$ cat config.mk
export PLATFORM = sky130hd
export DESIGN_NAME = rfia_top
export DESIGN_NICKNAME = d
export VERILOG_FILES = /design/src/rfia_pkg.sv /design/src/rfia_edge_det.sv /design/src/rfia_flag_bank.sv /design/src/rfia_top.sv
export VERILOG_INCLUDE_DIRS = /design/src
export SDC_FILE = /design/constraint.sdc
export NUM_CORES = 1
export LEC_CHECK = 0
export BUFFER_PORTS_ARGS = -buffer_cell sky130_fd_sc_hd__buf_4
export CORE_UTILIZATION = 33
export CTS_CLUSTER_DIAMETER = 100
export DETAILED_ROUTE_END_ITERATION = 12
export GPL_ROUTABILITY_DRIVEN = 0
export GPL_TIMING_DRIVEN = 0
export PLACE_DENSITY = 0.61
export SKIP_LAST_GASP = 1
export SLEW_MARGIN = 20
export SYNTH_ARGS = -nofsm -noshare
export SYNTH_HDL_FRONTEND = slang
export SYNTH_SLANG_ARGS = --single-unit
export TNS_END_PERCENT = 20
$ cat constraint.sdc
create_clock -name ref_clk -period 2 [get_ports ref_clk]
set_input_delay 0.3 -clock ref_clk [delete_from_list [all_inputs] [get_ports ref_clk]]
set_output_delay 0.3 -clock ref_clk [all_outputs]
set_load 0.02 [all_outputs]
$ cat src/rfia_defs.svh
// Constants of the radio interrupt aggregator
// Overview of operation
// - Two vectors: error on 0, events on 12
// - Error vector only for underflow or overflow
// - Main enable bits gate each vector
// - Pending requests kept in main flag bits
// - Event sources set flags on rising edges
// - Eight sources, own flag and mask bit
// - Masked source still sets its flag
// - Event request needs mask and main enable
// - Leftover flag requests the vector again
// - Bit 7 set on regulator turned on
// - Bit 6 set on transmit or reported ack
// - Bit 5 set on fill above threshold
// - Bit 4 set on frame delimiter found
// - Bit 3 set when channel is clear
// - Bits 2..0 from strobe processor events
// - Flag reads show status regardless of mask
// - Overflow raises error request, data untouched
`ifndef RFIA_DEFS_SVH
`define RFIA_DEFS_SVH

// Register offsets on the special function bus
`define RFIA_OFS_FLAGS     8'hE9
`define RFIA_OFS_MASK      8'h91
`define RFIA_OFS_IEN_A     8'hA8
`define RFIA_OFS_IEN_C     8'h9A
`define RFIA_OFS_TIMER_CTL 8'h88
`define RFIA_OFS_SER_CTL1  8'h9B

// Field positions inside shared control registers
`define RFIA_BIT_ERR_EN    0
`define RFIA_BIT_EVT_EN    0
`define RFIA_BIT_ERR_FLAG  0
`define RFIA_BIT_EVT_FLAG  0

// Reset values
`define RFIA_RST_FLAGS     8'h00
`define RFIA_RST_MASK      8'h00

// Processor vector numbers
`define RFIA_VEC_ERR       0
`define RFIA_VEC_EVT       12
`define RFIA_VEC_COUNT     13

// Read answer latency in cycles
`define RFIA_RD_LAT        1

`endif

$ cat src/rfia_pkg.sv
// Types shared by the radio interrupt aggregator
package rfia_pkg;

  // Eight event source conditions, bit 7 first
  typedef struct packed {
    logic regulator_on;
    logic tx_complete;
    logic rx_threshold;
    logic frame_delimiter;
    logic channel_clear;
    logic strobe_proc_wait;
    logic strobe_proc_halt;
    logic strobe_proc_int;
  } rfia_src_s;

  // Error conditions feeding the error vector
  typedef struct packed {
    logic tx_underflow;
    logic rx_overflow;
  } rfia_err_src_s;

  // One access on the special function bus
  typedef struct packed {
    logic [7:0] addr;
    logic       wr;
    logic       rd;
    logic [7:0] wdata;
  } rfia_sfr_req_s;

  // Software state held in the top module
  typedef struct packed {
    logic [7:0] mask;
    logic       err_en;
    logic       evt_en;
    logic [7:0] rdata;
    logic       rvalid;
  } rfia_regs_s;

endpackage

$ cat src/rfia_edge_det.sv
// Rising edge detector for a group of level conditions
`timescale 1ns/100ps
module rfia_edge_det #(
  parameter int W = 8
) (
  input  wire logic         ref_clk,
  input  wire logic         rst,
  input  wire logic [W-1:0] level_in,
  output logic      [W-1:0] rise
);

  // Previous level of each condition
  typedef struct packed {
    logic [W-1:0] prev;
  } rfia_edge_s;

  rfia_edge_s cur_ff;
  rfia_edge_s nxt_cur;

  // Only a 0 to 1 change counts; a held level is quiet
  assign rise = level_in & ~cur_ff.prev;

  // Next state
  always_comb begin
    nxt_cur      = cur_ff;
    nxt_cur.prev = level_in;
  end

  // Cleared history, so a level high at release fires once
  always_ff @(posedge ref_clk) begin
    if (rst) begin
      cur_ff <= '0;
    end else begin
      cur_ff <= nxt_cur;
    end
  end

endmodule

$ cat src/rfia_flag_bank.sv
// Sticky flag bits, hardware set and software clear
`timescale 1ns/100ps
module rfia_flag_bank #(
  parameter int         W      = 8,
  parameter logic [W-1:0] RST_VAL = '0
) (
  input  wire logic         ref_clk,
  input  wire logic         rst,
  input  wire logic [W-1:0] set_in,
  input  wire logic [W-1:0] clr_in,
  output logic      [W-1:0] flags
);

  // Flag storage
  typedef struct packed {
    logic [W-1:0] q;
  } rfia_bank_s;

  rfia_bank_s cur_ff;
  rfia_bank_s nxt_cur;

  assign flags = cur_ff.q;

  // Set beats clear, so an event in the clearing cycle survives
  always_comb begin
    nxt_cur   = cur_ff;
    nxt_cur.q = (cur_ff.q & ~clr_in) | set_in;
  end

  // Register
  always_ff @(posedge ref_clk) begin
    if (rst) begin
      cur_ff.q <= RST_VAL;
    end else begin
      cur_ff <= nxt_cur;
    end
  end

endmodule

$ cat src/rfia_top.sv
// Radio interrupt aggregator: flags, masks and vector requests
`timescale 1ns/100ps
`include "rfia_defs.svh"
module rfia_top #(
  parameter int CW = 8
) (
  input  wire logic                   ref_clk,
  input  wire logic                   rst,
  input  wire rfia_pkg::rfia_sfr_req_s sfr_req,
  output logic [7:0]                  sfr_rdata,
  output logic                        sfr_rvalid,
  input  wire rfia_pkg::rfia_src_s    src_level,
  input  wire logic                   ack_frame_done,
  input  wire logic                   ack_report_option,
  input  wire logic [CW-1:0]          rx_fill_count,
  input  wire logic [CW-1:0]          rx_fill_threshold,
  input  wire rfia_pkg::rfia_err_src_s err_level,
  output logic [`RFIA_VEC_COUNT-1:0]  irq_lines,
  output logic                        radio_error_request,
  output logic                        radio_event_request
);

  // Address match, used by every register access
  function automatic logic sfr_hit(input logic [7:0] a,
                                   input logic [7:0] ofs);
    return a == ofs;
  endfunction

  // Write of a zero to one bit clears it; ones leave it alone
  function automatic logic [7:0] zero_clear(input logic hit,
                                            input logic [7:0] d);
    return hit ? ~d : 8'h00;
  endfunction

  // Software state
  rfia_pkg::rfia_regs_s cur_ff;
  rfia_pkg::rfia_regs_s nxt_cur;

  // Conditions after option and threshold handling
  rfia_pkg::rfia_src_s  cond;
  logic [9:0]           all_rise;    // Event and error edges
  logic [7:0]           evt_rise;    // Event source edges
  logic [1:0]           err_rise;    // Error source edges
  logic [7:0]           evt_flags;   // Per source flags
  logic [7:0]           evt_clr;     // Software clears of flags
  logic [1:0]           main_flags;  // Error and event main flags
  logic [1:0]           main_set;    // Hardware set of main flags
  logic [1:0]           main_clr;    // Software clear of main flags
  logic                 evt_any;     // Unmasked pending source
  logic                 wr_flags;    // Write to flag register
  logic                 wr_tctl;     // Write to timer control
  logic                 wr_sctl;     // Write to serial control 1

  // Build the eight source conditions
  always_comb begin
    cond = src_level;
    // Acks count as done only with reporting on
    cond.tx_complete = src_level.tx_complete |
                       (ack_frame_done & ack_report_option);
    // Strictly above threshold, not equal
    cond.rx_threshold = rx_fill_count > rx_fill_threshold;
  end

  // One detector for all ten conditions keeps history aligned
  rfia_edge_det #(
    .W (10)
  ) u_edges (
    .ref_clk  (ref_clk),
    .rst      (rst),
    .level_in ({cond, err_level}),
    .rise     (all_rise)
  );

  assign evt_rise = all_rise[9:2];
  assign err_rise = all_rise[1:0];

  // Write decode
  assign wr_flags = sfr_req.wr & sfr_hit(sfr_req.addr, `RFIA_OFS_FLAGS);
  assign wr_tctl  = sfr_req.wr &
                    sfr_hit(sfr_req.addr, `RFIA_OFS_TIMER_CTL);
  assign wr_sctl  = sfr_req.wr &
                    sfr_hit(sfr_req.addr, `RFIA_OFS_SER_CTL1);

  // Software clears flags by writing zeros
  assign evt_clr = zero_clear(wr_flags, sfr_req.wdata);

  // Per source flags; the mask plays no part in setting them
  rfia_flag_bank #(
    .W       (8),
    .RST_VAL (`RFIA_RST_FLAGS)
  ) u_evt_flags (
    .ref_clk (ref_clk),
    .rst     (rst),
    .set_in  (evt_rise),
    .clr_in  (evt_clr),
    .flags   (evt_flags)
  );

  // Any flag that survives its mask keeps asking
  assign evt_any = |(evt_flags & cur_ff.mask);

  // Main flags: bit 1 event, bit 0 error
  always_comb begin
    main_set    = 2'b00;
    main_clr    = 2'b00;
    // Only underflow and overflow reach the error flag
    main_set[0] = |err_rise;
    // Held set while a flag stays pending, so it re-asks
    main_set[1] = evt_any;
    main_clr[0] = wr_tctl & ~sfr_req.wdata[`RFIA_BIT_ERR_FLAG];
    main_clr[1] = wr_sctl & ~sfr_req.wdata[`RFIA_BIT_EVT_FLAG];
  end

  // Main pending flags
  rfia_flag_bank #(
    .W       (2),
    .RST_VAL (2'h0)
  ) u_main_flags (
    .ref_clk (ref_clk),
    .rst     (rst),
    .set_in  (main_set),
    .clr_in  (main_clr),
    .flags   (main_flags)
  );

  // Requests: second masking layer is the main enable
  assign radio_error_request = main_flags[0] & cur_ff.err_en;
  assign radio_event_request = main_flags[1] & cur_ff.evt_en;

  // Only the two radio vectors are driven
  always_comb begin
    irq_lines                 = '0;
    irq_lines[`RFIA_VEC_ERR]  = radio_error_request;
    irq_lines[`RFIA_VEC_EVT]  = radio_event_request;
  end

  // Register writes and registered read data
  always_comb begin
    nxt_cur        = cur_ff;
    nxt_cur.rvalid = sfr_req.rd;
    // Mask and main enables
    if (sfr_req.wr) begin
      if (sfr_hit(sfr_req.addr, `RFIA_OFS_MASK)) begin
        nxt_cur.mask = sfr_req.wdata;
      end
      if (sfr_hit(sfr_req.addr, `RFIA_OFS_IEN_A)) begin
        nxt_cur.err_en = sfr_req.wdata[`RFIA_BIT_ERR_EN];
      end
      if (sfr_hit(sfr_req.addr, `RFIA_OFS_IEN_C)) begin
        nxt_cur.evt_en = sfr_req.wdata[`RFIA_BIT_EVT_EN];
      end
    end
    // Read mux; unmapped and foreign bits read as zero
    if (sfr_req.rd) begin
      nxt_cur.rdata = 8'h00;
      if (sfr_hit(sfr_req.addr, `RFIA_OFS_FLAGS)) begin
        nxt_cur.rdata = evt_flags;
      end else if (sfr_hit(sfr_req.addr, `RFIA_OFS_MASK)) begin
        nxt_cur.rdata = cur_ff.mask;
      end else if (sfr_hit(sfr_req.addr, `RFIA_OFS_IEN_A)) begin
        nxt_cur.rdata[`RFIA_BIT_ERR_EN] = cur_ff.err_en;
      end else if (sfr_hit(sfr_req.addr, `RFIA_OFS_IEN_C)) begin
        nxt_cur.rdata[`RFIA_BIT_EVT_EN] = cur_ff.evt_en;
      end else if (sfr_hit(sfr_req.addr, `RFIA_OFS_TIMER_CTL)) begin
        nxt_cur.rdata[`RFIA_BIT_ERR_FLAG] = main_flags[0];
      end else if (sfr_hit(sfr_req.addr, `RFIA_OFS_SER_CTL1)) begin
        nxt_cur.rdata[`RFIA_BIT_EVT_FLAG] = main_flags[1];
      end
    end
  end

  // State register; everything disabled and clear at reset
  always_ff @(posedge ref_clk) begin
    if (rst) begin
      cur_ff      <= '0;
      cur_ff.mask <= `RFIA_RST_MASK;
    end else begin
      cur_ff <= nxt_cur;
    end
  end

  // Read data stays until the next read
  assign sfr_rdata  = cur_ff.rdata;
  assign sfr_rvalid = cur_ff.rvalid;
endmodule

==> flow_summary.json <==
{
  "post-route-util": 0.469,
  "grt_pass1_vias": 1557,
  "hp-class": "in -> reg",
  "worst_pin_slew_ns": 0.665,
  "synth.avg_cell_area_sq_um": 8.54,
  "grt_max_degree": 12,
  "grt_setup_unrepaired": "false",
  "grt_overflow": 0,
  "final_net_count": 363,
  "area_growth_syn_to_layout_pct": 34.1,
  "r2r-start": "u_evt_flags.flags[6]$_SDFF_PP0_",
  "power.leakage_nw": 1.16,
  "setup_violations": 0,
  "htree_levels": 2,
  "ios": 72,
  "finalPower_mw": 1.72,
  "fin_worst_skew_ns": 0.00622,
  "first_pass_iters": 4,
  "internal_power_mw": 1.32,
  "clkPwrFrac": 0.362,
  "pwr-share-comb": 0.153,
  "fin_tns_setup_ns": 0,
  "syn_inst": 231,
  "drv_slew": 0,
  "relSlewSlack": 0.557,
  "yosysUniqueCellTypes": 42,
  "initial_utilization": 0.350,
  "ys.flop_type": "dfxtp_1",
  "post-cts-setup-buffers": 0,
  "power.switching_mw": 0.397,
  "synth_warnings": 0,
  "synth-edff-count": 0,
  "pwr_density_cell_nw_per_um2": 648,
  "num_rows": 27,
  "holdPathStages": 2,
  "core-area_sq_um": 5640,
  "clk_pin_slew_ns": 0.07,
  "synthArstFlopShare": 0,
  "max-vdd-ir-drop_mv": 0.411,
  "ant_nets": 0,
  "final_hold_viol_count": 0,
  "grt_use_total": 0.146,
  "antenna_found_initial": 0,
  "cts_sinks": 39,
  "clock.fmax_mhz": 577,
  "rrSetupSlack_ns": 0.96,
  "cts_tree": "done",
  "synth_top_area_frac": 0.396,
  "clock_latency_ns": 0.29,
  "cts_made_buffers": 5,
  "sw_frac_of_total": 0.231,
  "drc": 0,
  "crit_fanout": 8,
  "whs_ns": 0.230,
  "wirelength_um": 4170,
  "antenna_cells": 0,
  "grt_first_pass_wirelength_um": 7080,
  "num_vias": 1719,
  "cp-start-kind": "input pin",
  "endpoint_kind": "flip-flop",
  "layout_min_cycle_time_ns": 1.73,
  "syn_area_sq_um": 1970,
  "first_iter_violations": 64,
  "crit_path_start": "sfr_req[11]",
  "synth-seq-cells": 39,
  "drive_gt1_frac": 0.322,
  "die-area_sq_um": 6290,
  "criticalPathCategory": "in -> reg",
  "cts_buffer_depth": 2,
  "pwr-share-seq": 0.485,
  "synth.area.top_cells": "dfxtp_1 40%, buf_4 8.0%, nand2_1 7.2%",
  "dieHeight_um": 79.3,
  "arrival_ns": 1.89,
  "yosysTopAreaCell": "dfxtp_1",
  "dp_hpwl_um": 3350,
  "ctsRootBufferMaster": "clkbuf_8",
  "instances_no_fill": 379,
  "cts_resized": 0,
  "crit_path_end": "u_evt_flags.flags[5]$_SDFF_PP0_",
  "r2r-end": "u_main_flags.flags[1]$_SDFF_PP0_",
  "nFillCells": 570,
  "finalCritPeriodShare": 0.867,
  "status": "completed",
  "drt-wirelength-per-cell_um": 11.0,
  "holdBufCountCts": 0,
  "post-place-cells": 372,
  "cap_violations": 0,
  "via_per_inst": 4.54,
  "required_ns": 2.16,
  "rr_worst_depth": 3,
  "io_buffer_count": 59,
  "yosysSeqAreaShare": 0.396,
  "die_x_um": 79.3
}
## final cells by class
class / count / area, sq um / area share
buffer: 28 / 193 / 0.0728
clock buffer: 6 / 72.6 / 0.0274
clock inverter: 1 / 30.0 / 0.0113
inverter: 9 / 33.8 / 0.0128
multi-input combinational: 165 / 1000 / 0.379
sequential: 39 / 781 / 0.295
tap: 72 / 90.1 / 0.0340
timing repair buffer: 59 / 443 / 0.167
## cells in the final DEF, fill, tap and decap left out, types with 2 or more instances in the layout
cell | netlist | final
nand2b_1 | 12 | 12
a21oi_2 | 8 | 8
conb_1 | 1 | 11
nand4b_1 | 2 | 2
dfxtp_1 | 39 | 39
nand4_1 | 2 | 2
a311oi_1 | 7 | 7
inv_1 | 9 | 9
a21oi_1 | 10 | 10
a31oi_1 | 2 | 2
a22o_1 | 2 | 2
nand2_1 | 38 | 38
nor2_1 | 15 | 15
and2_1 | 4 | 4
mux2i_1 | 2 | 2
a221oi_1 | 2 | 2
clkbuf_8 | 0 | 5
nor2b_1 | 12 | 12
buf_4 | 21 | 80
ha_1 | 8 | 8
clkbuf_1 | 4 | 5
o21ai_0 | 10 | 10
## synth_stat cells (4+ instances only)
| cell type | instances |
|---|---|
| dfxtp_1 | 39 |
| nand2_1 | 38 |
| buf_4 | 21 |
| nor2_1 | 15 |
| nand2b_1 | 12 |
| nor2b_1 | 12 |
| a21oi_1 | 10 |
| o21ai_0 | 10 |
| inv_1 | 9 |
| a21oi_2 | 8 |
| ha_1 | 8 |
| a311oi_1 | 7 |
| and2_1 | 4 |
| clkbuf_1 | 4 |
## power groups by stage
stage | registers, mW | clock network, mW | logic (mW)
2_1_floorplan | 0.844 | 0 | 0.148
3_5_place_dp | 0.850 | 0 | 0.264
5_1_grt | 0.837 | 0.669 | 0.292
4_1_cts | 0.832 | 0.630 | 0.265
3_3_place_gp | 0.849 | 0 | 0.261
6_report | 0.832 | 0.621 | 0.262
## layer usage
metal / vias to the layer above / wire (um) / global-route usage / part of all wire
li1: 918 / - / - / -
met1: 746 / 1990 / 0.179 / 0.48
met2: 49 / 1840 / 0.240 / 0.44
met3: 6 / 259 / 0.0379 / 0.062
met4: 0 / 80 / 0.0655 / 0.019
met5: - / 0 / 0 / 0
## cell families (layout without fill, tap and decap cells)
group / Yosys count / in the layout / synth area share
buffers and inverters: 37 / 103 / 0.115
DFF: 39 / 39 / 0.396
AOI/OAI and AO/OA: 50 / 50 / 0.179
muxes: 2 / 2 / 0.0101
adders and majority gates: 8 / 8 / 0.0507
other: 1 / 11 / 0.00190
and+or+nand+nor: 94 / 94 / 0.247
## critical path: stages
cell,delay [ns]
buf_4,0.12
nor4b_1,0.47
and4_1,0.27
buf_2,0.19
nand2_1,0.20
o21ai_0,0.23
o41ai_1,0.10
## how the worst min path moves through the flow
stage                                      start                               to
floorplan                                    rst            sfr_rvalid$_SDFF_PP0_
global placement    u_edges.cur_ff[8]$_SDFF_PP0_  u_evt_flags.flags[6]$_SDFF_PP0_
detailed placement  u_edges.cur_ff[8]$_SDFF_PP0_  u_evt_flags.flags[6]$_SDFF_PP0_
CTS                                 src_level[3]     u_edges.cur_ff[5]$_SDFF_PP0_
global route                        src_level[7]     u_edges.cur_ff[9]$_SDFF_PP0_
finish                              src_level[3]     u_edges.cur_ff[5]$_SDFF_PP0_
## stage by stage
| step | instance area, sq um | setup slack (ns) |
|---|---|---|
| finish | 2650 | 0.265 |
| global route | 2650 | 0.136 |
| CTS | 2650 | 0.280 |
| detailed placement | 2540 | -0.0297 |
| global placement | 2540 | -0.0171 |
| floorplan | 2010 | 0.364 |
## registers in the layout (all words and copies together), names as in the netlist
register and flops:
u_evt_flags.flags 8, u_edges.cur_ff 10, u_main_flags.flags 2, sfr_rdata 8, cur_ff 10, sfr_rvalid 1
Power figures use the tool's default switching activity.
